$ cat src/pfd_lock_pkg.sv
// constants shared by the phase/frequency detector block
package pfd_lock_pkg;
   // ----------------------------------------
   // reset values
   // ----------------------------------------
   localparam logic FLAG_RESET = 1'b0;
   localparam logic LOCK_RESET = 1'b1;
   localparam logic PHASE_VCO_RESET = 1'b1;
   localparam logic PHASE_REF_RESET = 1'b0;
   localparam logic PUMP_LVL_RESET = 1'h0;
   localparam logic PUMP_OE_RESET = 1'h0;
   localparam logic MONITOR_RESET = 1'h0;
   // ----------------------------------------
   // synchroniser depth and pump drive codes
   // ----------------------------------------
   localparam int SYNC_STAGES = 2;
   localparam logic [1:0] PUMP_HIZ = 2'h0;
   localparam logic [1:0] PUMP_SRC = 2'h1;
   localparam logic [1:0] PUMP_SNK = 2'h2;
endpackage

$ cat src/pin_sync.sv
// two-stage synchroniser for one asynchronous pin
`timescale 1ns/10ps
module pin_sync
   import pfd_lock_pkg::*;
#(
   parameter logic RESET_VALUE = 1'b0
) (
   // clock and control
   input wire logic clock,
   input wire logic srst,
   input wire logic clkEn,
   // pin and synchronised level
   input wire logic pinIn,
   output logic syncOut
);
   logic meta_q;

   always_ff @(posedge clock) begin
      if (srst) begin
         meta_q <= RESET_VALUE;
         syncOut <= RESET_VALUE;
      end else if (clkEn) begin
         meta_q <= pinIn;
         syncOut <= meta_q;
      end
   end
endmodule

$ cat src/phase_freq_detector_lock.sv
// phase/frequency detector with pump drive, lock indicator and divider monitor
`timescale 1ns/10ps
module phase_freq_detector_lock
   import pfd_lock_pkg::*;
(
   // clock, reset, enable
   input wire logic clock,
   input wire logic srst,
   input wire logic clkEn,
   // divided clocks from the dividers (asynchronous)
   input wire logic ref_divided_clk,
   input wire logic vco_divided_clk,
   // control pins; the pin pad resolves an open pin to high before this port
   input wire logic phase_polarity_select,
   input wire logic load_strobe,
   // main pump: drive level and enable (enable low = high impedance)
   output logic pumpOut,
   output logic pumpOe,
   // bypass pump
   output logic bypass_pump_out,
   output logic bypassOe,
   // phase outputs for an external pump
   output logic phaseRef,
   output logic phaseVco,
   // lock and monitor
   output logic lock_indicator,
   output logic monitorOut
);
   // ----------------------------------------
   // input synchronisers
   // ----------------------------------------
   logic refSync, vcoSync, polSync, strobeSync;

   pin_sync #(.RESET_VALUE(1'b0)) uRefSync (
      .clock(clock), .srst(srst), .clkEn(clkEn),
      .pinIn(ref_divided_clk), .syncOut(refSync));
   pin_sync #(.RESET_VALUE(1'b0)) uVcoSync (
      .clock(clock), .srst(srst), .clkEn(clkEn),
      .pinIn(vco_divided_clk), .syncOut(vcoSync));
   // open reads as high, so both selects reset high
   pin_sync #(.RESET_VALUE(1'b1)) uPolSync (
      .clock(clock), .srst(srst), .clkEn(clkEn),
      .pinIn(phase_polarity_select), .syncOut(polSync));
   pin_sync #(.RESET_VALUE(1'b1)) uStrobeSync (
      .clock(clock), .srst(srst), .clkEn(clkEn),
      .pinIn(load_strobe), .syncOut(strobeSync));

   // ----------------------------------------
   // edge detection
   // ----------------------------------------
   logic refDly_q, vcoDly_q;
   wire refRise = refSync & ~refDly_q;
   wire vcoRise = vcoSync & ~vcoDly_q;

   always_ff @(posedge clock) begin
      if (srst) begin
         refDly_q <= FLAG_RESET;
         vcoDly_q <= FLAG_RESET;
      end else if (clkEn) begin
         refDly_q <= refSync;
         vcoDly_q <= vcoSync;
      end
   end

   // ----------------------------------------
   // up / down flags
   // ----------------------------------------
   // up means the vco is behind and must speed up, down the reverse.
   // both rising together cancel, so the set and clear collapse to a clear of both flags
   logic up_q, down_q, up_d, down_d;
   wire bothSet = (refRise | up_q) & (vcoRise | down_q);
   assign up_d = bothSet ? 1'b0 : (refRise | up_q);
   assign down_d = bothSet ? 1'b0 : (vcoRise | down_q);

   always_ff @(posedge clock) begin
      if (srst) begin
         up_q <= FLAG_RESET;
         down_q <= FLAG_RESET;
      end else if (clkEn) begin
         up_q <= up_d;
         down_q <= down_d;
      end
   end

   // ----------------------------------------
   // output decode
   // ----------------------------------------
   // with select high: up drives the pump high and pulls both phases low,
   // down drives it low and raises both phases; select low swaps them
   wire raiseDrive = polSync ? up_d : down_d;
   wire lowerDrive = polSync ? down_d : up_d;
   wire [1:0] pumpCode = raiseDrive ? PUMP_SRC :
      (lowerDrive ? PUMP_SNK : PUMP_HIZ);
   wire pumpOn = (pumpCode != PUMP_HIZ);
   wire pumpLvl = (pumpCode == PUMP_SRC);
   // idle: vco phase high, reference phase low
   wire phaseVcoD = ~raiseDrive;
   wire phaseRefD = lowerDrive;
   wire lockD = ~(up_d | down_d);
   wire monitorD = polSync ? refSync : vcoSync;

   always_ff @(posedge clock) begin
      if (srst) begin
         pumpOut <= PUMP_LVL_RESET;
         pumpOe <= PUMP_OE_RESET;
         bypass_pump_out <= PUMP_LVL_RESET;
         bypassOe <= PUMP_OE_RESET;
      end else if (clkEn) begin
         pumpOut <= pumpLvl;
         pumpOe <= pumpOn;
         bypass_pump_out <= pumpLvl;
         bypassOe <= pumpOn & strobeSync;
      end
   end

   // the phase pair is registered from the same next-value flags as the pump,
   // so an external pump sees both edges on the same clock
   always_ff @(posedge clock) begin
      if (srst) begin
         phaseRef <= PHASE_REF_RESET;
         phaseVco <= PHASE_VCO_RESET;
      end else if (clkEn) begin
         phaseRef <= phaseRefD;
         phaseVco <= phaseVcoD;
      end
   end

   always_ff @(posedge clock) begin
      if (srst) begin
         lock_indicator <= LOCK_RESET;
         monitorOut <= MONITOR_RESET;
      end else if (clkEn) begin
         lock_indicator <= lockD;
         monitorOut <= monitorD;
      end
   end
endmodule

$ cat config.mk
export PLATFORM = sky130hd
export DESIGN_NAME = phase_freq_detector_lock
export DESIGN_NICKNAME = d
export VERILOG_FILES = /design/src/pfd_lock_pkg.sv /design/src/pin_sync.sv /design/src/phase_freq_detector_lock.sv
export SDC_FILE = /design/constraint.sdc
export NUM_CORES = 1
export LEC_CHECK = 0
export BUFFER_PORTS_ARGS = -buffer_cell sky130_fd_sc_hd__buf_2
export CORE_AREA = 2 2 45 47
export DETAILED_ROUTE_END_ITERATION = 7
export DIE_AREA = 0 0 47 49
export HOLD_SLACK_MARGIN = 0.1
export PLACE_DENSITY = 0.71
export SETUP_SLACK_MARGIN = 0.4
export SLEW_MARGIN = 10
export SYNTH_ARGS = -nofsm -noshare
export SYNTH_HDL_FRONTEND = slang
export SYNTH_SLANG_ARGS = --single-unit
$ cat constraint.sdc
create_clock -name clock -period 1.45 [get_ports clock]
set_clock_uncertainty 0.1 [all_clocks]
set_input_delay 0.0725 -clock clock [delete_from_list [all_inputs] [get_ports clock]]
set_output_delay 0.0725 -clock clock [all_outputs]
set_load 0.01 [all_outputs]
==> impl_metrics.yaml, run 1 <==
status:
  status: "finished, final reports clean"
sta:
  slew_viol_final: 0
  final.setup.tns_ns: 0
  period_share: 0.881
  fin_crit_ns: 1.28
  hold_viol_final: 0
  setup_viol: 0
  relSlewSlack: 0.633
  worst_slew_pin_slew_ns: 0.550
  rsz0062_at_grt: "yes"
  fmax_mhz: 783
worst_setup_path:
  crit_fanout: 5
  worstPathCellList: "inv_2 > a21oi_2 > ha_4 > mux2i_2 > a211o_1"
  crit_path_top_delay_cell: "dfxtp_2"
  path_class: "flop to flop"
  reg2reg_from: "vcoDly_q$_SDFFE_PP0P_"
  startpoint_type: "flop"
  max_stage_delay_ns: 0.35
  worstSetupStartpoint: "vcoDly_q$_SDFFE_PP0P_"
  crit_required_ns: 1.55
  endpoint_kind: "flop"
  worstPathArrival_ns: 1.37
grt:
  grt_pass1_wl_um: 2370
  antenna_found_initial: 0
  track_usage: 0.146
  grt_max_degree: 26
  grt_overflow: 0
  grt_pass1_vias: 558
clock_tree:
  cts_tree: "yes"
  clock-sinks: 19
  numCtsBuffers: 3
  ctsLongestPathBuffers: 2
  root_buffer: "clkbuf_4"
  clk_latency_ns: 0.29
  clk_pin_slew_ns: 0.11
  h-tree-depth: 1
logic_synthesis:
  avgSynthCellArea_um2: 10.1
  ys_seq_area_frac: 0.494
  ys_warn_count: 0
  yosysUniqueCellTypes: 16
  syn_inst: 76
  synth-seq-cells: 19
  syn_nets: 85
  synth_area_um2: 771
final_layout:
  utilization: 0.540
  antenna_cells: 0
  syn2layout_area_growth_pct: 29.1
  instances_no_fill: 124
  nNetsFinal: 107
  drive_above_1_share: 0.351
  fin_area_um2: 995
placement:
  place_area_um2: 865
  dp_hpwl_um: 872
  place.gp.congestion: 0.722
  placed_cells: 112
  port_buffers: 14
detailed_routing:
  drt-total-wl_um: 1400
  ant_nets: 0
  drt_iter0_drc: 5
  first_pass_iters: 4
  drc: 0
  via_per_inst: 4.65
  routedWlPerCell_um: 11.3
  num_vias: 577
floorplanning:
  die_w_um: 47
  ios: 15
  die-area_um2: 2300
  row_count: 16
  start_util: 0.418
  core_um2: 1840
  die_h_um: 49
hold_path:
  hp-start: "clkEn"
  hold_path_class: "input port to flop"
power_and_ir_drop:
  ir_drop_v: 0.000629
  powerDensity_nw_per_um2: 961
  power.leakage_nw: 0.457
  totalPowerFinal_uw: 956
job:
  maxCapViolCount: 0
-- path summary, 6_finish.rpt --
check	to	slack [ns]	depth (start not counted)
worst min-delay path	lock_indicator$_SDFFE_PP1P_	0.21	3
worst max register to register	phaseVco$_SDFFE_PP1P_	0.17	5
worst max-delay path	phaseVco$_SDFFE_PP1P_	0.17	5
worst min register to register	lock_indicator$_SDFFE_PP1P_	0.37	2
-- sequential cells by signal, indices dropped and copies added, names as in the netlist --
| signal | flops |
|---|---|
| bypassOe | 1 |
| bypass_pump_out | 1 |
| down_q | 1 |
| lock_indicator | 1 |
| monitorOut | 1 |
| phaseRef | 1 |
| phaseVco | 1 |
| pumpOe | 1 |
| refDly_q | 1 |
| uPolSync.meta_q | 1 |
| uPolSync.syncOut | 1 |
| uRefSync.meta_q | 1 |
| uRefSync.syncOut | 1 |
| uStrobeSync.meta_q | 1 |
| uStrobeSync.syncOut | 1 |
| uVcoSync.meta_q | 1 |
| uVcoSync.syncOut | 1 |
| up_q | 1 |
| vcoDly_q | 1 |
-- metal layers --
metal | GRT usage | part of all wire | vias to the layer above
li1 | - | - | 298
met5 | 0 | 0 | -
met3 | 0.0333 | 0.028 | 2
met1 | 0.184 | 0.45 | 269
met4 | 0.0833 | 0.016 | 0
met2 | 0.219 | 0.51 | 8
-- placed cells by master (no fill, tap or decap), types with 3 or more instances in the layout --
| cell | count |
|---|---|
| a211oi_1 | 4 |
| buf_2 | 14 |
| clkbuf_4 | 3 |
| dfxtp_1 | 13 |
| dfxtp_2 | 5 |
| dlygate4sd3_1 | 5 |
| mux2i_1 | 15 |
| nand2_1 | 5 |
| nor2_1 | 13 |
-- power by group --
group | total, mW | internal (mW) | leakage (nW) | switching, mW
combinational | 0.131 | 0.0682 | 0.281 | 0.0629
clock | 0.265 | 0.103 | 0.0177 | 0.162
sequential | 0.560 | 0.545 | 0.158 | 0.0150
total | 0.956 | 0.716 | 0.457 | 0.240
-- logic make-up after synthesis --
| kind of cell | count (synthesis) | synth area share |
|---|---|---|
| buffers and inverters | 8 | 0.0633 |
| AND/OR/NAND/NOR | 20 | 0.104 |
| adder cells (fa/ha/maj) | 2 | 0.0325 |
| flip-flops | 19 | 0.494 |
| multiplexers | 16 | 0.208 |
| AO/OA/AOI/OAI | 11 | 0.0990 |
-- synthesized netlist by cell type --
cell type | n | area share
dfxtp_1 | 19 | 0.49
nand2b_1 | 1 | 0.0081
buf_6 | 1 | 0.015
ha_1 | 2 | 0.032
nand2_1 | 5 | 0.024
a21oi_1 | 3 | 0.019
a211o_1 | 1 | 0.011
nor2b_1 | 1 | 0.0081
nor2_1 | 13 | 0.063
clkbuf_1 | 1 | 0.0049
inv_1 | 3 | 0.015
o211ai_1 | 1 | 0.0097
a211oi_1 | 4 | 0.039
buf_4 | 3 | 0.029
a21o_1 | 2 | 0.019
mux2i_1 | 16 | 0.21
-- worst max-delay path: cells and delay by family (launching register included) --
| family | cells | cell delay, ns |
|---|---|---|
| compound gates | 2 | 0.43 |
| buf+inv | 1 | 0.04 |
| mux | 1 | 0.08 |
| fa+ha+maj | 1 | 0.18 |
| flops | 1 | 0.35 |
-- layout make-up --
cell class                      count  area (um2)
Fill cell                         177         847
Clock buffer                        3        22.5
Timing Repair Buffer               22         146
Inverter                            3        11.3
Sequential cell                    19         390
Multi-Input combinational cell     49         385
Clock inverter                      1        5.00
Tap cell                           27        33.8
-- stage by stage --
stage | hold slack (ns) | setup slack (ns)
finish | 0.215 | 0.172
global route | 0.225 | 0.131
CTS | 0.215 | 0.197
detailed placement | 0.201 | 0.167
global placement | 0.190 | 0.199
floorplan | 0.0453 | 0.250
-- what timing repair did --
item | in CTS | in global routing
endpoints found under the hold margin | 16 | 0
hold buffers | 5 | 0
resized for setup | 3 | 4
setup endpoints to repair | 8 | 10
cloned | 0 | 0
pin swaps | 5 | 2
buffers inserted | 3 | 0
No activity file was read; power rests on OpenSTA's default activity.
==> run 2, diff against run 1 <==
CORE_AREA = 2 2 55 57   (was 2 2 45 47)
DIE_AREA = 0 0 57 59   (was 0 0 47 49)
PLACE_DENSITY = 0.53   (was 0.71)
==> run 2 against run 1 <==
  * Clock-buffer cell count is 1 higher
  * Flip-flop and latch count stayed put
  * Critical path depth stayed put
  * Largest cell class unchanged
  * First-iteration DRC count is 20% lower
  * Wire length is 1.2% lower
  * Sequential share of layout area is 0.38 points higher
  * Worst hold slack worse by 0.0098 ns
==> impl_metrics.yaml, run 2 (synthesis results as in run 1) <==
status:
  status: "finished, final reports clean"
detailed_routing:
  via_per_inst: 4.60
  drc: 0
  drt_iter0_drc: 4
  num_vias: 584
  routedWlPerCell_um: 10.9
  drt-total-wl_um: 1380
  first_pass_iters: 2
  ant_nets: 0
final_layout:
  antenna_cells: 0
  final_common_cell: "mux2i_1"
  drive_above_1_share: 0.323
  nNetsFinal: 106
  final_cell_mix: "15 x mux2i_1, 14 x dfxtp_1, 14 x buf_2"
  syn2layout_area_growth_pct: 28.2
  nFillCells: 284
grt:
  track_usage: 0.0969
  grt_overflow: 0
  grt_pass1_wl_um: 2520
  antenna_found_initial: 0
  grt_pass1_vias: 565
  grt_max_degree: 26
sta:
  slew_viol_final: 0
  worst_slew_pin_slew_ns: 0.538
  worst_hold_slack_ns: 0.205
  worst_slack_ns: 0.189
  rsz0062_at_grt: "yes"
  fmax_mhz: 793
  relSlewSlack: 0.641
  final.setup.tns_ns: 0
  period_share: 0.870
  setup_viol: 0
  fin_crit_ns: 1.26
  hold_viol_final: 0
floorplanning:
  die_h_um: 59
  row_count: 19
  ios: 15
  start_util: 0.284
  die_w_um: 57
  die-area_um2: 3360
  core_um2: 2710
power_and_ir_drop:
  power.leakage_nw: 0.448
  totalPowerFinal_uw: 949
  ir_drop_v: 0.000615
  powerDensity_nw_per_um2: 960
worst_setup_path:
  rrSetupSlack_ns: 0.19
  crit_fanout: 5
  startpoint_type: "flop"
  reg2reg_from: "refDly_q$_SDFFE_PP0P_"
  endpoint_kind: "flop"
  r2r_cells: 5
  crit_required_ns: 1.54
  worstPathArrival_ns: 1.35
  worstReg2RegEnd: "phaseVco$_SDFFE_PP1P_"
  path_class: "flop to flop"
placement:
  place.gp.congestion: 0.672
  dp_hpwl_um: 963
  port_buffers: 14
  dp_slack_ns: 0.167
clock_tree:
  root_buffer: "clkbuf_4"
  numCtsBuffers: 3
  ctsLongestPathBuffers: 2
  h-tree-depth: 1
  clk_latency_ns: 0.29
  clk_pin_slew_ns: 0.10
  clock-sinks: 19
  cts_tree: "yes"
hold_path:
  min_to: "bypass_pump_out$_SDFFE_PP0P_"
  hp-start: "clkEn"
  whs_path_depth: 3
  hold_path_class: "input port to flop"
job:
  maxCapViolCount: 0
## run 2: cell types whose count changed in the layout (fill, tap and decap cells not counted), sizes merged
cell / previous run / this run
buf: 17 / 16
clkbuf: 3 / 4
clkinv: 1 / 0
## run 2: worst max-delay path by stage
stage	from	to	slack, ns
3_5_place_dp	uRefSync.syncOut$_SDFFE_PP0P_	phaseVco$_SDFFE_PP1P_	0.17
2_1_floorplan	refDly_q$_SDFFE_PP0P_	phaseVco$_SDFFE_PP1P_	0.25
4_1_cts	uRefSync.syncOut$_SDFFE_PP0P_	bypass_pump_out$_SDFFE_PP0P_	0.19
6_report	refDly_q$_SDFFE_PP0P_	phaseVco$_SDFFE_PP1P_	0.19
3_3_place_gp	uRefSync.syncOut$_SDFFE_PP0P_	phaseVco$_SDFFE_PP1P_	0.19
5_1_grt	vcoDly_q$_SDFFE_PP0P_	bypassOe$_SDFFE_PP0P_	0.13
## run 2: per-stage QoR
stage,std cells,utilization,cell area [um2]
2_1_floorplan,76,-,798
3_3_place_gp,116,0.321,870
3_5_place_dp,116,0.321,870
4_1_cts,127,0.362,981
5_1_grt,127,0.365,988
6_report,127,0.365,988
## run 2: final cells by class
type | count | area (um2) | area share
flip-flops and latches | 19 | 392 | 0.396
multi-input cells | 49 | 385 | 0.390
repair buffers | 21 | 135 | 0.137
well taps | 31 | 38.8 | 0.0392
clock buffers | 4 | 26.3 | 0.0266
inverters | 3 | 11.3 | 0.0114
## run 2: metal layers
layer  track usage  share of wire  vias to the layer above
li1              -              -                      300
met1         0.109           0.45                      272
met2         0.166           0.49                        8
met3        0.0306          0.038                        4
met4        0.0498          0.017                        0
met5             0              0                        -
## run 2: report_power, final
| group | switching [mW] | leakage [nW] | internal [mW] |
|---|---|---|---|
| combinational | 0.0617 | 0.275 | 0.0672 |
| sequential | 0.0152 | 0.158 | 0.544 |
| clock | 0.155 | 0.0150 | 0.107 |
## run 2: worst max-delay path, stage by stage (launching register included)
cell	delay [ns]
dfxtp_2	0.34
inv_2	0.07
a21o_1	0.15
ha_4	0.17
mux2i_2	0.08
a211o_1	0.25
## run 2: what timing repair did
action / in CTS / in global routing
gates resized for setup: 5 / 1
endpoints found under the hold margin: 16 / 0
setup buffers: 2 / 0
setup endpoints to repair: 9 / 8
hold buffers: 5 / 0
pin swaps: 4 / 6
==> run 3, diff against run 2 <==
CORE_AREA = 10 10 63 65   (was 2 2 55 57)
DIE_AREA = 0 0 73 75   (was 0 0 57 59)
==> run 3 against run 2 <==
  * Flip-flop and latch count did not move
  * Via count did not move
  * Total power rose by 1.9%
  * Global-route usage fell by 3.8 points
  * Cell count rose by 1.6%
  * Combinational power rose by 7%
  * Largest cell class unchanged
  * Highest routed layer unchanged
==> impl_metrics.yaml, run 3 (synthesis results as in run 1) <==
status:
  status: "finished, final reports clean"
worst_setup_path:
  max_stage_delay_ns: 0.35
  crit_required_ns: 1.54
  crit_fanout: 4
  reg2reg_from: "refDly_q$_SDFFE_PP0P_"
  worstPathArrival_ns: 1.36
  path_class: "flop to flop"
  r2r_cells: 5
  cp-endpoint: "phaseVco$_SDFFE_PP1P_"
  endpoint_kind: "flop"
  rrSetupSlack_ns: 0.18
  crit_path_top_delay_cell: "dfxtp_2"
  worstPathCellList: "inv_2 > a21oi_2 > ha_4 > mux2i_4 > a211o_1"
  worstReg2RegEnd: "phaseVco$_SDFFE_PP1P_"
  startpoint_type: "flop"
  worstSetupStartpoint: "refDly_q$_SDFFE_PP0P_"
sta:
  hold_viol_final: 0
  slew_viol_final: 0
  worst_hold_slack_ns: 0.210
  relSlewSlack: 0.634
  worst_slew_pin_slew_ns: 0.548
  setup_viol: 0
  fmax_mhz: 787
  period_share: 0.876
  fin_crit_ns: 1.27
  final.setup.tns_ns: 0
  rsz0062_at_grt: "yes"
  worst_slack_ns: 0.180
final_layout:
  instances_no_fill: 129
  final_cell_mix: "15 x mux2i_1, 14 x dfxtp_1, 14 x buf_2"
  nNetsFinal: 108
  utilization: 0.373
  antenna_cells: 0
  syn2layout_area_growth_pct: 31.2
  fin_area_um2: 1010
  final_common_cell: "mux2i_1"
  nFillCells: 290
  drive_above_1_share: 0.347
power_and_ir_drop:
  power.leakage_nw: 0.459
  power.share.clock: 0.280
  ir_drop_v: 0.000595
  totalPowerFinal_uw: 967
  p_comb_frac: 0.142
  powerDensity_nw_per_um2: 957
  share_seq_of_total_power: 0.578
  sw_frac_of_total: 0.252
  p_int_uw: 723
  p_sw_uw: 244
placement:
  dp_slack_ns: 0.167
  place_area_um2: 870
  placed_cells: 116
  dp_hpwl_um: 1040
  place.gp.congestion: 0.700
  port_buffers: 14
clock_tree:
  h-tree-depth: 1
  numCtsBuffers: 3
  cts_tree: "yes"
  clk_latency_ns: 0.30
  clk_pin_slew_ns: 0.11
  clock-sinks: 19
  ctsLongestPathBuffers: 2
  root_buffer: "clkbuf_4"
detailed_routing:
  ant_nets: 0
  num_vias: 584
  via_per_inst: 4.53
  drt_iter0_drc: 6
  drt-total-wl_um: 1540
  routedWlPerCell_um: 12.0
  first_pass_iters: 4
  drc: 0
floorplanning:
  ios: 15
  die_w_um: 73
  row_count: 19
  core_um2: 2710
  start_util: 0.284
  die-area_um2: 5480
  die_h_um: 75
grt:
  grt_pass1_vias: 553
  track_usage: 0.0585
  grt_max_degree: 26
  grt_pass1_wl_um: 2460
  antenna_found_initial: 0
  grt_overflow: 0
job:
  maxCapViolCount: 0
hold_path:
  hold_path_class: "input port to flop"
-- run 3: changes by cell type in the layout (fill, tap and decap cells not counted) --
cell and change:
a21oi_2 +1, a21oi_4 -1, nor2_1 -1, buf_6 +1, buf_4 +1, mux2i_2 -1
mux2i_4 +1, nor2_2 +1
-- run 3: what timing repair did --
action / CTS / global route
endpoints found under the hold margin: 16 / 0
setup buffers: 3 / 1
setup endpoints to repair: 8 / 9
resized for setup: 2 / 6
pin swaps: 5 / 3
hold buffers: 5 / 0
-- run 3: critical path, delay by kind of cell (launching register included) --
kind | cells | cell delay (ns)
DFF | 1 | 0.35
adders and majority gates | 1 | 0.19
muxes | 1 | 0.07
AOI/OAI and AO/OA | 2 | 0.42
buffers and inverters | 1 | 0.04
-- run 3: final cells by class --
| cell class | count | area (um2) | share of cell area |
|---|---|---|---|
| Tap cell | 31 | 38.8 | 0.0384 |
| Sequential cell | 19 | 392 | 0.387 |
| Inverter | 3 | 11.3 | 0.0111 |
| Multi-Input combinational cell | 49 | 389 | 0.385 |
| Timing Repair Buffer | 23 | 154 | 0.152 |
| Clock buffer | 4 | 26.3 | 0.0260 |
-- run 3: worst min-delay path by stage --
stage | to | slack [ns] | cells past startpoint | start
final | lock_indicator$_SDFFE_PP1P_ | 0.21 | 3 | clkEn
after global routing | monitorOut$_SDFFE_PP0P_ | 0.24 | 3 | clkEn
after CTS | lock_indicator$_SDFFE_PP1P_ | 0.22 | 3 | clkEn
after detailed placement | uPolSync.meta_q$_SDFFE_PP1P_ | 0.20 | 3 | phase_polarity_select
after global placement | uPolSync.meta_q$_SDFFE_PP1P_ | 0.19 | 3 | phase_polarity_select
after floorplan | bypass_pump_out$_SDFFE_PP0P_ | 0.05 | 1 | srst
-- run 3: power by group through the flow --
stage | clock network [mW] | registers (mW) | logic (mW)
after floorplan | 0 | 0.576 | 0.0803
after global placement | 0 | 0.573 | 0.112
after detailed placement | 0 | 0.574 | 0.112
after CTS | 0.277 | 0.560 | 0.130
after global routing | 0.300 | 0.563 | 0.153
final | 0.271 | 0.559 | 0.138
-- run 3: metal layers --
metal | GRT usage | wire [um] | vias to the layer above
li1 | - | - | 300
met1 | 0.0620 | 714 | 272
met2 | 0.0955 | 752 | 8
met3 | 0.0223 | 51 | 4
met4 | 0.0380 | 25 | 0
met5 | 0 | 0 | -
